### src/uart_pkg.sv
// shared register map, field positions, reset values and receiver timing
package uart_pkg;
	localparam int ADDR_W = 6;
	localparam logic [5:0] A_RXBUF = 6'h00;
	localparam logic [5:0] A_IRQEN = 6'h04;
	localparam logic [5:0] A_FIFOCTL = 6'h08;
	localparam logic [5:0] A_LINECTL = 6'h0c;
	localparam logic [5:0] A_MODCTL = 6'h10;
	localparam logic [5:0] A_MODSTAT = 6'h14;
	localparam logic [5:0] A_SCRATCH = 6'h18;
	localparam logic [5:0] A_DIVLO = 6'h1c;
	localparam logic [5:0] A_DIVHI = 6'h20;
	localparam logic [5:0] A_RXSTAT = 6'h24;
	localparam int IE_RX = 0;
	localparam int IE_MODEM = 3;
	localparam int FC_EN = 0;
	localparam int FC_RST = 1;
	localparam int FC_TRIG = 6;
	localparam int LC_PEN = 3;
	localparam int LC_EVEN = 4;
	localparam int LC_STICK = 5;
	localparam int MC_LOOP = 4;
	localparam int MS_DCD_CHG = 3;
	localparam logic [7:0] REG_RESET = 8'h00;
	localparam logic [15:0] DIV_RESET = 16'h0000;
	localparam logic [3:0] PINS_IDLE = 4'hf;
	// sixteen receiver clock ticks per bit, counted down to zero
	localparam logic [3:0] OVERSAMPLE = 4'hf;
	localparam logic [3:0] MID_SAMPLE = 4'h7;
	localparam logic [2:0] MIN_LAST_BIT = 3'h4;
	localparam int RX_DEPTH = 16;
	localparam logic [4:0] TRIG_L0 = 5'h01;
	localparam logic [4:0] TRIG_L1 = 5'h04;
	localparam logic [4:0] TRIG_L2 = 5'h08;
	localparam logic [4:0] TRIG_L3 = 5'h0e;
	typedef enum logic [4:0] {
		RX_IDLE = 5'h01,
		RX_START = 5'h02,
		RX_DATA = 5'h04,
		RX_PAR = 5'h08,
		RX_STOP = 5'h10
	} rx_state_t;
endpackage

### src/baud_if.sv
// divisor, reload strobe and 16x tick between register file and baud counter
`timescale 1ns/1ps
interface baud_if;
	logic [15:0] divisor;
	logic reload;
	logic tick;
	modport gen (input divisor, input reload, output tick);
	modport ctl (output divisor, output reload, input tick);
endinterface

### src/uart_baud_status_receive.sv
// modem status, baud divisor, receiver with buffer and scratchpad behind Avalon-MM
// Contract
// carrier change flag, status bit 3, sets when carrier input changes since last read
// carrier change flag set with modem interrupt enabled raises the modem interrupt
// status bit 4 is inverted clear-to-send, or control bit 1 in loopback
// status bit 5 is inverted data-set-ready, or control bit 0 in loopback
// status bit 6 is inverted ring indicator, or control bit 2 in loopback
// status bit 7 is inverted carrier detect, or control bit 3 in loopback
// baud generator divides reference clock by any divisor 1 to 65535
// baud generator output runs at sixteen times the bit rate
// software picks divisor as reference frequency over sixteen times bit rate
// divisor held in two separately writable byte registers, low and high
// host writes both divisor bytes during setup before serial traffic
// any divisor byte write reloads the baud counter at once
// receive buffer is a first-in first-out store of 16 bytes
// receiver is timed by the separate 16x receiver clock input
// receive shifter samples input, assembles characters, moves them into buffer
// length, parity and stop handling follow the line control register; the code ignores the stop bit setting and checks only the first stop bit
// character mode: byte arriving with enable bit 0 set raises data interrupt
// character mode: reading the receive buffer clears the data interrupt
// fifo mode: receive interrupt follows the fifo trigger level setting
// scratchpad byte is freely read and written and affects nothing else
// reading modem status clears all four change flags together
// loopback disconnects modem inputs and feeds modem control outputs back in
// baud counter counts down, reloads at terminal count, one tick per period
//
// Design decisions made here: the register offsets and register access over Avalon-MM.
`timescale 1ns/1ps
module uart_baud_status_receive #(
	parameter int DEPTH = uart_pkg::RX_DEPTH // receive buffer depth, power of two
) (
	input wire logic CLK, // system clock, 250 MHz
	input wire logic NRST, // asynchronous reset, active low
	input wire logic [uart_pkg::ADDR_W-1:0] AVS_ADDRESS, // byte address, word aligned
	input wire logic AVS_READ, // read request
	input wire logic AVS_WRITE, // write request
	input wire logic [31:0] AVS_WRITEDATA, // write data, low byte used
	input wire logic [3:0] AVS_BYTEENABLE, // lane 0 gates writes
	output logic [31:0] AVS_READDATA, // read data, upper bits zero
	output logic AVS_WAITREQUEST, // low for one cycle per answer
	input wire logic REF_CLK_IN, // reference clock pin
	input wire logic RX_CLK_IN, // 16x receiver clock pin
	input wire logic SERIAL_INPUT, // serial data pin
	input wire logic CTS_N, // clear to send pin
	input wire logic DSR_N, // data set ready pin
	input wire logic RI_N, // ring indicator pin
	input wire logic DCD_N, // carrier detect pin
	output logic [3:0] MODEM_OUT_N, // user_output_b, user_output_a, rts, dtr
	output logic BAUD_OUT, // 16x tick pulse
	output logic IRQ_MODEM, // modem status interrupt
	output logic IRQ_RX_AVAIL // received data interrupt
);
	import uart_pkg::*;

	localparam int PTR_W = $clog2(DEPTH);

	typedef struct packed {
		logic [3:0] mi_s0;
		logic [3:0] mi_s1;
		logic [3:0] prev_eff;
		logic rclk_s0;
		logic rclk_s1;
		logic rclk_s2;
		logic sin_s0;
		logic sin_s1;
		logic [7:0] ier;
		logic fc_en;
		logic [1:0] fc_trig;
		logic [7:0] lcr;
		logic [4:0] modem_control;
		logic [3:0] msr_chg;
		logic [7:0] scratch;
		logic [15:0] div;
		logic reload;
		rx_state_t rx_st;
		logic [3:0] rx_cnt;
		logic [2:0] rx_bit;
		logic [7:0] rx_shift;
		logic rx_par;
		logic rx_pe;
		logic [DEPTH-1:0][9:0] mem;
		logic [PTR_W-1:0] wr;
		logic [PTR_W-1:0] rd;
		logic [PTR_W:0] count;
		logic overrun;
		logic wait_q;
		logic [7:0] rdata;
		logic [3:0] modem_out;
		logic baud;
		logic irq_modem;
		logic irq_rx;
	} state_t;

	state_t s;
	state_t n;
	logic loop;
	logic rtick;
	logic serial_input;
	logic take;
	logic wr_en;
	logic rd_rx;
	logic rd_msr;
	logic push;
	logic do_push;
	logic pop;
	logic full;
	logic flush;
	logic exp_par;
	logic [2:0] last_bit;
	logic [3:0] eff;
	logic [3:0] chg;
	logic [7:0] stat;
	logic [7:0] wd;
	logic [7:0] rmux;
	logic [9:0] head;

	baud_if bif ();

	baud_gen u_baud (
		.clk(CLK),
		.nrst(NRST),
		.ref_clk_in(REF_CLK_IN),
		.bus(bif)
	);

	assign bif.divisor = s.div;
	assign bif.reload = s.reload;

	// receive trigger level from the fifo control field
	function automatic logic [4:0] trig_level(input logic [1:0] sel);
		case (sel)
			2'h0: trig_level = TRIG_L0;
			2'h1: trig_level = TRIG_L1;
			2'h2: trig_level = TRIG_L2;
			default: trig_level = TRIG_L3;
		endcase
	endfunction

	// whole next state in one process
	always_comb begin
		n = s;
		// pins pass two flops before anything looks at them
		n.mi_s0 = {DCD_N, RI_N, DSR_N, CTS_N};
		n.mi_s1 = s.mi_s0;
		n.rclk_s0 = RX_CLK_IN;
		n.rclk_s1 = s.rclk_s0;
		n.rclk_s2 = s.rclk_s1;
		n.sin_s0 = SERIAL_INPUT;
		n.sin_s1 = s.sin_s0;
		n.reload = 1'b0;
		n.baud = bif.tick;

		// loopback swaps pin levels for the inverted control bits
		loop = s.modem_control[MC_LOOP];
		eff = loop ? ~{s.modem_control[3], s.modem_control[2], s.modem_control[0], s.modem_control[1]} : s.mi_s1;
		n.prev_eff = eff;
		// ring flag catches only the pin going from low to high
		chg[0] = eff[0] ^ s.prev_eff[0];
		chg[1] = eff[1] ^ s.prev_eff[1];
		chg[2] = eff[2] & ~s.prev_eff[2];
		chg[3] = eff[3] ^ s.prev_eff[3];
		stat = {~eff, s.msr_chg};

		// bus: take one request while waitrequest is high, answer it with one waitrequest-low cycle
		take = (AVS_READ | AVS_WRITE) & s.wait_q;
		wr_en = take & AVS_WRITE & AVS_BYTEENABLE[0];
		rd_rx = take & AVS_READ & (AVS_ADDRESS == A_RXBUF);
		rd_msr = take & AVS_READ & (AVS_ADDRESS == A_MODSTAT);
		n.wait_q = ~take;
		wd = AVS_WRITEDATA[7:0];
		head = s.mem[s.rd];

		// read clear first, so a change in the same cycle survives
		n.msr_chg = (rd_msr ? 4'h0 : s.msr_chg) | chg;

		case (AVS_ADDRESS)
			A_RXBUF: rmux = head[7:0];
			A_IRQEN: rmux = s.ier;
			A_FIFOCTL: rmux = {s.fc_trig, 5'h00, s.fc_en};
			A_LINECTL: rmux = s.lcr;
			A_MODCTL: rmux = {3'h0, s.modem_control};
			A_MODSTAT: rmux = stat;
			A_SCRATCH: rmux = s.scratch;
			A_DIVLO: rmux = s.div[7:0];
			A_DIVHI: rmux = s.div[15:8];
			A_RXSTAT: rmux = {2'h0, s.irq_rx, s.irq_modem, head[9], head[8], s.overrun, s.count != '0};
			default: rmux = 8'h00;
		endcase
		if (take && AVS_READ) begin
			n.rdata = rmux;
		end

		flush = 1'b0;
		if (wr_en) begin
			case (AVS_ADDRESS)
				A_IRQEN: n.ier = wd;
				A_FIFOCTL: begin
					n.fc_en = wd[FC_EN];
					n.fc_trig = wd[FC_TRIG +: 2];
					// mode change or reset bit empties the buffer
					flush = wd[FC_RST] | (wd[FC_EN] != s.fc_en);
				end
				A_LINECTL: n.lcr = wd;
				A_MODCTL: n.modem_control = wd[4:0];
				A_SCRATCH: n.scratch = wd;
				A_DIVLO: begin
					n.div[7:0] = wd;
					n.reload = 1'b1;
				end
				A_DIVHI: begin
					n.div[15:8] = wd;
					n.reload = 1'b1;
				end
				default: n.ier = s.ier;
			endcase
		end

		// receiver steps only on receiver clock edges
		rtick = s.rclk_s1 & ~s.rclk_s2;
		serial_input = loop ? 1'b1 : s.sin_s1;
		last_bit = MIN_LAST_BIT + {1'b0, s.lcr[1:0]};
		exp_par = s.lcr[LC_STICK] ? ~s.lcr[LC_EVEN] : (s.lcr[LC_EVEN] ? s.rx_par : ~s.rx_par);
		push = 1'b0;
		if (rtick) begin
			if (s.rx_cnt != 4'h0 && s.rx_st != RX_IDLE) begin
				n.rx_cnt = s.rx_cnt - 4'h1;
			end else begin
				case (s.rx_st)
					RX_IDLE: begin
						if (!serial_input) begin
							n.rx_st = RX_START;
							n.rx_cnt = MID_SAMPLE;
						end
					end
					RX_START: begin
						// high at mid start bit is a glitch, not a character
						if (serial_input) begin
							n.rx_st = RX_IDLE;
						end else begin
							n.rx_st = RX_DATA;
							n.rx_cnt = OVERSAMPLE;
							n.rx_bit = 3'h0;
							n.rx_shift = 8'h00;
							n.rx_par = 1'b0;
							n.rx_pe = 1'b0;
						end
					end
					RX_DATA: begin
						n.rx_shift[s.rx_bit] = serial_input;
						n.rx_par = s.rx_par ^ serial_input;
						n.rx_bit = s.rx_bit + 3'h1;
						n.rx_cnt = OVERSAMPLE;
						if (s.rx_bit == last_bit) begin
							n.rx_st = s.lcr[LC_PEN] ? RX_PAR : RX_STOP;
						end
					end
					RX_PAR: begin
						n.rx_pe = serial_input ^ exp_par;
						n.rx_cnt = OVERSAMPLE;
						n.rx_st = RX_STOP;
					end
					RX_STOP: begin
						// only the first stop bit is checked; a low one is a framing error
						push = 1'b1;
						n.rx_st = RX_IDLE;
					end
					default: n.rx_st = RX_IDLE;
				endcase
			end
		end

		// buffer: full depth in fifo mode, one byte in character mode
		pop = rd_rx & (s.count != '0);
		full = s.fc_en ? (s.count == (PTR_W + 1)'(DEPTH)) : (s.count != '0);
		do_push = push & ~full & ~flush;
		if (rd_rx && AVS_ADDRESS == A_RXBUF) begin
			n.overrun = s.overrun;
		end
		if (take && AVS_READ && AVS_ADDRESS == A_RXSTAT) begin
			n.overrun = 1'b0;
		end
		if (push && full) begin
			n.overrun = 1'b1;
		end
		if (do_push) begin
			n.mem[s.wr] = {~serial_input, s.rx_pe, s.rx_shift};
			n.wr = s.wr + 1'b1;
		end
		if (pop) begin
			n.rd = s.rd + 1'b1;
		end
		n.count = s.count + (PTR_W + 1)'(do_push) - (PTR_W + 1)'(pop);
		if (flush) begin
			n.wr = '0;
			n.rd = '0;
			n.count = '0;
		end

		// interrupts follow the next state so they track reads at once
		if (s.fc_en) begin
			n.irq_rx = s.ier[IE_RX] & (int'(n.count) >= int'(trig_level(s.fc_trig)));
		end else begin
			n.irq_rx = s.ier[IE_RX] & (n.count != '0);
		end
		n.irq_modem = s.ier[IE_MODEM] & (|n.msr_chg);
		// controls are active low on the pins and parked high in loopback
		n.modem_out = loop ? PINS_IDLE : ~s.modem_control[3:0];
	end

	always_ff @(posedge CLK or negedge NRST) begin
		if (!NRST) begin
			s <= '0;
			s.mi_s0 <= PINS_IDLE;
			s.mi_s1 <= PINS_IDLE;
			s.prev_eff <= PINS_IDLE;
			s.sin_s0 <= 1'b1;
			s.sin_s1 <= 1'b1;
			s.rx_st <= RX_IDLE;
			s.wait_q <= 1'b1;
			s.modem_out <= PINS_IDLE;
			s.div <= DIV_RESET;
			s.ier <= REG_RESET;
			s.lcr <= REG_RESET;
			s.scratch <= REG_RESET;
		end else begin
			s <= n;
		end
	end

	// outputs straight from the state register
	assign AVS_READDATA = {24'h000000, s.rdata};
	assign AVS_WAITREQUEST = s.wait_q;
	assign MODEM_OUT_N = s.modem_out;
	assign BAUD_OUT = s.baud;
	assign IRQ_MODEM = s.irq_modem;
	assign IRQ_RX_AVAIL = s.irq_rx;

	a_dcd_change: assert property (@(posedge CLK) disable iff (!NRST)
		(eff[3] != s.prev_eff[3]) |=> s.msr_chg[MS_DCD_CHG] ##1 (s.msr_chg[MS_DCD_CHG] || $past(rd_msr)))
		else $error("carrier change flag not set");
	a_modem_irq: assert property (@(posedge CLK) disable iff (!NRST)
		(s.msr_chg[MS_DCD_CHG] && s.ier[IE_MODEM] && !rd_msr && !wr_en) |=> IRQ_MODEM)
		else $error("modem interrupt missing");
	a_loop_status: assert property (@(posedge CLK) disable iff (!NRST)
		loop ? (stat[7:4] == {s.modem_control[3], s.modem_control[2], s.modem_control[0], s.modem_control[1]}) : (stat[7:4] == ~s.mi_s1))
		else $error("modem status line bits wrong");
	a_msr_clear: assert property (@(posedge CLK) disable iff (!NRST)
		(rd_msr && chg == 4'h0) |=> s.msr_chg == 4'h0)
		else $error("change flags not cleared by read");
	a_div_reload: assert property (@(posedge CLK) disable iff (!NRST)
		(wr_en && AVS_ADDRESS == A_DIVLO) |=> s.reload && s.div[7:0] == $past(AVS_WRITEDATA[7:0]))
		else $error("divisor write did not reload");
	a_rx_irq_set: assert property (@(posedge CLK) disable iff (!NRST)
		(!s.fc_en && s.ier[IE_RX] && do_push && !wr_en) |=> IRQ_RX_AVAIL)
		else $error("data interrupt not raised");
	a_rx_irq_clear: assert property (@(posedge CLK) disable iff (!NRST)
		(!s.fc_en && pop && !do_push) |=> (s.count == '0 && !IRQ_RX_AVAIL))
		else $error("data interrupt not cleared by read");
	a_fifo_bound: assert property (@(posedge CLK) disable iff (!NRST)
		s.count <= (PTR_W + 1)'(DEPTH))
		else $error("receive buffer overfilled");
	a_scratch_hold: assert property (@(posedge CLK) disable iff (!NRST)
		!(wr_en && AVS_ADDRESS == A_SCRATCH) |=> $stable(s.scratch))
		else $error("scratchpad changed without write");
	a_bus_answer: assert property (@(posedge CLK) disable iff (!NRST)
		take |=> !AVS_WAITREQUEST ##1 AVS_WAITREQUEST)
		else $error("bus answer not one cycle");
endmodule

### src/baud_gen.sv
// programmable baud counter, driven by edges of the sampled reference clock
`timescale 1ns/1ps
module baud_gen (
	input wire logic clk, // system clock
	input wire logic nrst, // asynchronous reset, active low
	input wire logic ref_clk_in, // reference clock pin
	baud_if.gen bus // divisor in, tick out
);
	import uart_pkg::*;

	typedef struct packed {
		logic ref_s0;
		logic ref_s1;
		logic ref_s2;
		logic [15:0] cnt;
		logic tick;
	} gen_state_t;

	gen_state_t s_q;
	gen_state_t s_d;
	logic ref_edge;

	// next state: sample the pin, count down per reference edge
	always_comb begin
		s_d = s_q;
		s_d.ref_s0 = ref_clk_in;
		s_d.ref_s1 = s_q.ref_s0;
		s_d.ref_s2 = s_q.ref_s1;
		s_d.tick = 1'b0;
		ref_edge = s_q.ref_s1 & ~s_q.ref_s2;
		if (bus.reload) begin
			// reload at once so a fresh divisor never waits out an old count
			s_d.cnt = bus.divisor;
		end else if (ref_edge && bus.divisor != 16'h0000) begin
			if (s_q.cnt <= 16'h0001) begin
				s_d.cnt = bus.divisor;
				s_d.tick = 1'b1;
			end else begin
				s_d.cnt = s_q.cnt - 16'h0001;
			end
		end
	end

	always_ff @(posedge clk or negedge nrst) begin
		if (!nrst) begin
			s_q <= '0;
			s_q.cnt <= DIV_RESET;
		end else begin
			s_q <= s_d;
		end
	end

	assign bus.tick = s_q.tick;

	a_reload_count: assert property (@(posedge clk) disable iff (!nrst)
		bus.reload |=> s_q.cnt == $past(bus.divisor))
		else $error("baud counter not reloaded from divisor");
	a_tick_terminal: assert property (@(posedge clk) disable iff (!nrst)
		s_q.tick |-> $past(ref_edge) && $past(s_q.cnt) <= 16'h0001 && !$past(bus.reload))
		else $error("baud tick without terminal count");
endmodule

### config.mk
export PLATFORM = sky130hd
export DESIGN_NAME = uart_baud_status_receive
export DESIGN_NICKNAME = d
export VERILOG_FILES = /design/src/uart_pkg.sv /design/src/baud_if.sv /design/src/uart_baud_status_receive.sv /design/src/baud_gen.sv
export SDC_FILE = /design/constraint.sdc
export NUM_CORES = 1
export LEC_CHECK = 0
export BUFFER_PORTS_ARGS = -buffer_cell sky130_fd_sc_hd__buf_2
export CORE_MARGIN = 5
export CORE_UTILIZATION = 60
export DETAILED_ROUTE_END_ITERATION = 12
export PLACE_DENSITY = 0.79
export REMOVE_ABC_BUFFERS = 1
export SLEW_MARGIN = 20
export SYNTH_ARGS = -nofsm -noshare
export SYNTH_HDL_FRONTEND = slang
export SYNTH_SLANG_ARGS = --single-unit
export TNS_END_PERCENT = 100
### constraint.sdc
create_clock -name CLK -period 11.9 [get_ports CLK]
set_input_delay 0.595 -clock CLK [delete_from_list [all_inputs] [get_ports CLK]]
set_output_delay 0.595 -clock CLK [all_outputs]
set_load 0.03 [all_outputs]
After elaboration in Yosys (flattened, before gate mapping)
Index checks and enable logic that the tools add are counted.
Cells by class
  add/sub/neg operators: 8
  order comparisons: 7
  equal/unequal tests: 25
  mux-type cells: 46
  bitwise operators: 36
  reductions and logical operators: 34
Operators by type and width (count)
  bitwise mux 160 bit: 1
  case mux 8 bit (10 select lines): 1
  binary-select mux 10 bit (select 4 bit): 1
  demux 10 bit (select 4 bit): 1
  two-way mux 17 bit: 2
  two-way mux 16 bit: 2
  equality test 6 x 5 -> 1 bit (second input constant): 4
  two-way mux 4 bit: 6
  case mux 12 bit (2 select lines): 1
  case mux 4 bit (3 select lines): 2
  two-way mux 10 bit: 2
  case mux 5 bit (4 select lines): 1
  two-way mux 1 bit: 17
  less-or-equal comparator 16 x 1 -> 1 bit (second input constant): 1
  AND reduction 4 bit: 4
  nonzero test 16 bit: 1
  subtractor 16 x 1 -> 16 bit (second input constant): 1
  bitwise AND 1 bit: 15
  two-way mux 5 bit: 3
  AND reduction 2 bit: 7
  two-way mux 13 bit: 1
  equality test 6 x 4 -> 1 bit (second input constant): 2
  equality test 6 bit (second input constant): 2
  inverter 4 bit: 3
  41 further kinds: 75
Word-level totals
  bits in registers: 302
  input port bits: 53
  word-level logic and storage cells: 211

Logic depth before layout (Yosys ltp)
  word-level depth: 13
  gate-level depth with buffers: 19
  gate-level depth less buffers: 18

Hierarchy
Synthesis repeated with hierarchy kept, for this count alone.
Unflattened totals
  cells, all modules: 1149
  area, all modules: 14909.3 um2
Modules (own cells, without submodules)
  uart_baud_status_receive: instances 1, cells an instance 1003, area an instance 13588.0 um2, sequential area each 7081.8 um2
  baud_gen: instances 1, cells an instance 146, area an instance 1321.3 um2, sequential area each 500.5 um2

Worst setup path before layout
No wires, ideal clock.
  path type: input -> register
  from: input AVS_ADDRESS[4] in the netlist's numbering
  to: register s, in the netlist IRQ_RX_AVAIL
  setup time: 0.126 ns
  arrival: 3.887 ns
  required time: 11.774 ns
  setup slack: 7.887 ns
  stages: 16
  path through: nor4_1 -> nand2_1 -> o21ai_4 -> buf_6 -> ha_1 -> inv_1 -> ha_1 -> inv_1 -> fa_1 -> nor2_1 -> ha_1 -> a21o_1 -> a21o_1 -> a21oi_1 -> o211ai_1 -> o311a_1
RTL lines
  start: declaration: line uart_baud_status_receive.sv:34  | input wire logic [uart_pkg::ADDR_W-1:0] AVS_ADDRESS,
  end signal: assignment: line uart_baud_status_receive.sv:326  | s <= n;
  end: declaration: line uart_baud_status_receive.sv:94  | state_t s;

==> results.sh <==
export IMPL_outcome="finished, final reports clean"
export IMPL_synth_top_family_by_area="multiplexers"
export IMPL_cp_common_cell="ha_1"
export IMPL_final_hold_viol_count=0
export IMPL_ant_nets=0
export IMPL_grt_pass1_wl_mm=54.78
export IMPL_critical_path_cell_chain="inv_1 > ha_1 > or3b_2 > a21oi_2 > nor4_4 > o21ai_4 > buf_4 > ha_1 > inv_1 > ha_1 > inv_1 > fa_1 > nor2_1 > ha_1 > a21o_1 > a21o_1 > a21oi_1 > o211ai_1 > o311a_1"
export IMPL_synth_compound_area_frac=0.07326
export IMPL_synthCells=1137
export IMPL_cts_max_level=1
export IMPL_syn_cell_area_um2=14760
export IMPL_route_vias_total=9539
export IMPL_insertedDiodeCount=0
export IMPL_ir_worst_vdd_uv=139.0
export IMPL_fin_crit_sh=0.3879
export IMPL_worst_r2r_cell_count=19
export IMPL_hold_buffers=0
export IMPL_cts_root_buf="clkbuf_16"
export IMPL_die_y_um=166.8
export IMPL_ys_types=76
export IMPL_start_util=0.6086
export IMPL_gpl_final_weighted_congestion=0.8773
export IMPL_grt_usage=0.2430
export IMPL_slew_headroom=0.2737
export IMPL_tightest_slew_ps=1089
export IMPL_cap_violations=0
export IMPL_first_pass_iters=5
export IMPL_clkTransAtPathRegs_ps=60
export IMPL_io_buffer_count=41
export IMPL_slowest_delay_ps=550
export IMPL_avgViaCountPerCell=6.376
export IMPL_cp_arrival_ps=5060
export IMPL_drcViolationCount=0
export IMPL_cts_setup_buffers=0
export IMPL_synth_xor_area_frac=0.01009
export IMPL_synthSimpleGateAreaFrac=0.09649
export IMPL_synth_area_leaders="dfrtp_1, mux2_2, mux4_2"
export IMPL_maxSlewViolCount=0
export IMPL_powerDensity_nw_per_um2=159.4
export IMPL_async_flop_share=1.000
export IMPL_cts_tree="yes"
export IMPL_ys_seq_area_frac=0.5138
export IMPL_finalCriticalPeriod_ps=4616
export IMPL_drive_above_1_share=0.3481
export IMPL_nNetsFinal=1221
export IMPL_synth_flop_cell="dfrtp_1"
export IMPL_area_delta_synth_final_pct=9.750
export IMPL_synth_largest_area_cell="dfrtp_1"
export IMPL_grt_pass1_vias=9889
export IMPL_synth_edf_count=0
export IMPL_drt_iter0_drc=877
export IMPL_antenna_found_initial=0
export IMPL_crit_required_ps=12350
export IMPL_num_rows=57
export IMPL_top_level_ports=93
export IMPL_die_area_um2=27830
export IMPL_grt_setup_unrepaired="false"
export IMPL_die_w_um=166.8
export IMPL_ctsResizeCount=0
export IMPL_synth_adder_area_share=0.01747
export IMPL_timing_fmax_mhz=216.6
export IMPL_core_area_um2=24250
export IMPL_power_leakage_nw=7.659
export IMPL_dp_hpwl_mm=21.60
export IMPL_synth_warnings=0
export IMPL_fin_setup_tns_ps=0
export IMPL_avgSynthCellArea_um2=12.98
export IMPL_wl_per_cell_um=22.48
export IMPL_clockBufferDepth=3
export IMPL_end_kind="register"
export IMPL_cts_made_buffers=31
export IMPL_cts_sinks=302
export IMPL_critPathMaxFanout=17
export IMPL_ys_ff_latch=302
export IMPL_setup_violations=0
export IMPL_synth_top_area_frac=0.4782
export IMPL_startpoint_type="register"
export IMPL_criticalPathCategory="register to register"
export IMPL_grt_max_degree=176
export IMPL_wl_mm=33.63
export IMPL_critPathSlowestCell="buf_4"
export IMPL_synth_mux_area_fraction=0.2462
export IMPL_hold_ws_ps=79.92
export IMPL_grt_overflow=0
export IMPL_skew_ps=15.04
export IMPL_hold_class="input pin to asynchronous set/reset pin"
export IMPL_clock_latency_ps=570
-- cells in the final DEF, fill, tap and decap left out, drive strengths merged, types with 5 or more instances in the layout --
cell type | synthesis | routed
a21oi | 26 | 26
mux2i | 12 | 12
xor2 | 9 | 9
mux2 | 218 | 218
a21o | 9 | 9
o31ai | 6 | 6
nor4 | 11 | 11
nand4 | 7 | 7
mux4 | 47 | 47
nor2 | 60 | 60
clkinv | 0 | 5
ha | 19 | 19
nand3b | 7 | 7
a22o | 5 | 5
conb | 1 | 24
a221oi | 7 | 7
inv | 30 | 31
nor3b | 5 | 5
bufinv | 0 | 5
clkbuf | 37 | 45
nand2 | 49 | 49
nand3 | 31 | 31
dfrtp | 282 | 282
xnor2 | 8 | 8
a211oi | 5 | 5
buf | 56 | 48
nor3 | 25 | 25
o211ai | 6 | 6
nand2b | 10 | 10
or3 | 8 | 8
a32oi | 9 | 9
dfstp | 20 | 20
o21ai | 38 | 38
a31oi | 10 | 10
nor4b | 6 | 6
-- critical path: cells and delay by family (launching register included) --
kind / cells / cell delay, ps
and+or+nand+nor: 3 / 700
adders and majority gates: 5 / 1520
buffers and inverters: 4 / 740
AOI/OAI and AO/OA: 7 / 1140
DFF: 1 / 390
-- synthesized netlist by cell type, types with 10 or more instances --
cell type / number
a31oi_1: 10
dfstp_2: 20
buf_1: 10
nor2_1: 51
nand2b_1: 10
mux2i_1: 12
a21oi_1: 25
nor4_1: 10
ha_1: 19
mux4_2: 47
dfrtp_1: 282
nand3_1: 31
nand2_1: 49
clkbuf_1: 37
mux2_2: 211
nor3_1: 21
o21ai_0: 36
inv_1: 30
buf_4: 40
-- sequential cells by signal, summed over array words and instances (netlist names) --
register / cells
loop: 1
n: 7
IRQ_RX_AVAIL: 1
s: 241
AVS_WAITREQUEST: 1
AVS_READDATA: 8
u_baud.s_q: 17
bif.divisor: 16
bif.reload: 1
BAUD_OUT: 1
u_baud.bus.tick: 1
MODEM_OUT_N: 4
IRQ_MODEM: 1
u_baud.s_d: 2
-- logic make-up (layout without fill, tap and decap cells) --
group	after synthesis	in the layout
other	1	24
xor gates and xnor gates	17	17
DFF	302	302
buffers and inverters	123	135
and+or+nand+nor	240	240
AOI/OAI and AO/OA	157	157
adders and majority gates	20	20
muxes	277	277
-- metrics by stage --
stage / power, mW / util / std cells / area [µm²] / setup WS [ps]
2_1_floorplan: 1.433 / - / 1067 / 14330 / 6566
3_3_place_gp: 1.536 / 0.6216 / 1439 / 15070 / 7289
3_5_place_dp: 1.548 / 0.6220 / 1439 / 15080 / 7277
4_1_cts: 2.591 / 0.6678 / 1496 / 16190 / 7261
5_1_grt: 2.690 / 0.6679 / 1496 / 16200 / 6986
6_report: 2.581 / 0.6679 / 1496 / 16200 / 7284
-- per-layer routing --
| layer | GRT usage | wire length (µm) | up-vias | part of all wire |
|---|---|---|---|---|
| li1 | - | - | 4177 | - |
| met1 | 0.3269 | 13560 | 4908 | 0.40 |
| met2 | 0.4075 | 16650 | 366 | 0.50 |
| met3 | 0.03769 | 2152 | 88 | 0.064 |
| met4 | 0.08360 | 1259 | 0 | 0.037 |
| met5 | 0 | 0 | - | 0 |
-- report_power, final --
part | leakage [nW] | total, mW | switching (mW) | internal, mW
registers | 4.02 | 1.16 | 0.0704 | 1.09
logic | 3.09 | 0.377 | 0.226 | 0.151
clock network | 0.547 | 1.04 | 0.405 | 0.637
-- path summary, 6_finish.rpt --
kind                           endpoint   start  slack, ps
setup / recovery           IRQ_RX_AVAIL   s[20]       7280
hold / removal                     loop    NRST         80
max in group asynchronous         s[22]    NRST      10360
min in group CLK                 n[274]   CTS_N        120
setup reg to reg           IRQ_RX_AVAIL   s[20]       7280
hold reg to reg                  n[267]  n[268]        350
-- area by class of cell --
cell class | instances | area (µm²)
Inverter | 30 | 112.6
Fill cell | 1693 | 8053
Timing Repair Buffer | 48 | 280.3
Sequential cell | 302 | 7585
Clock buffer | 45 | 908.4
Multi-Input combinational cell | 735 | 6701
Clock inverter | 12 | 202.7
Tap cell | 324 | 405.4
(Power assumes the default switching activity.)
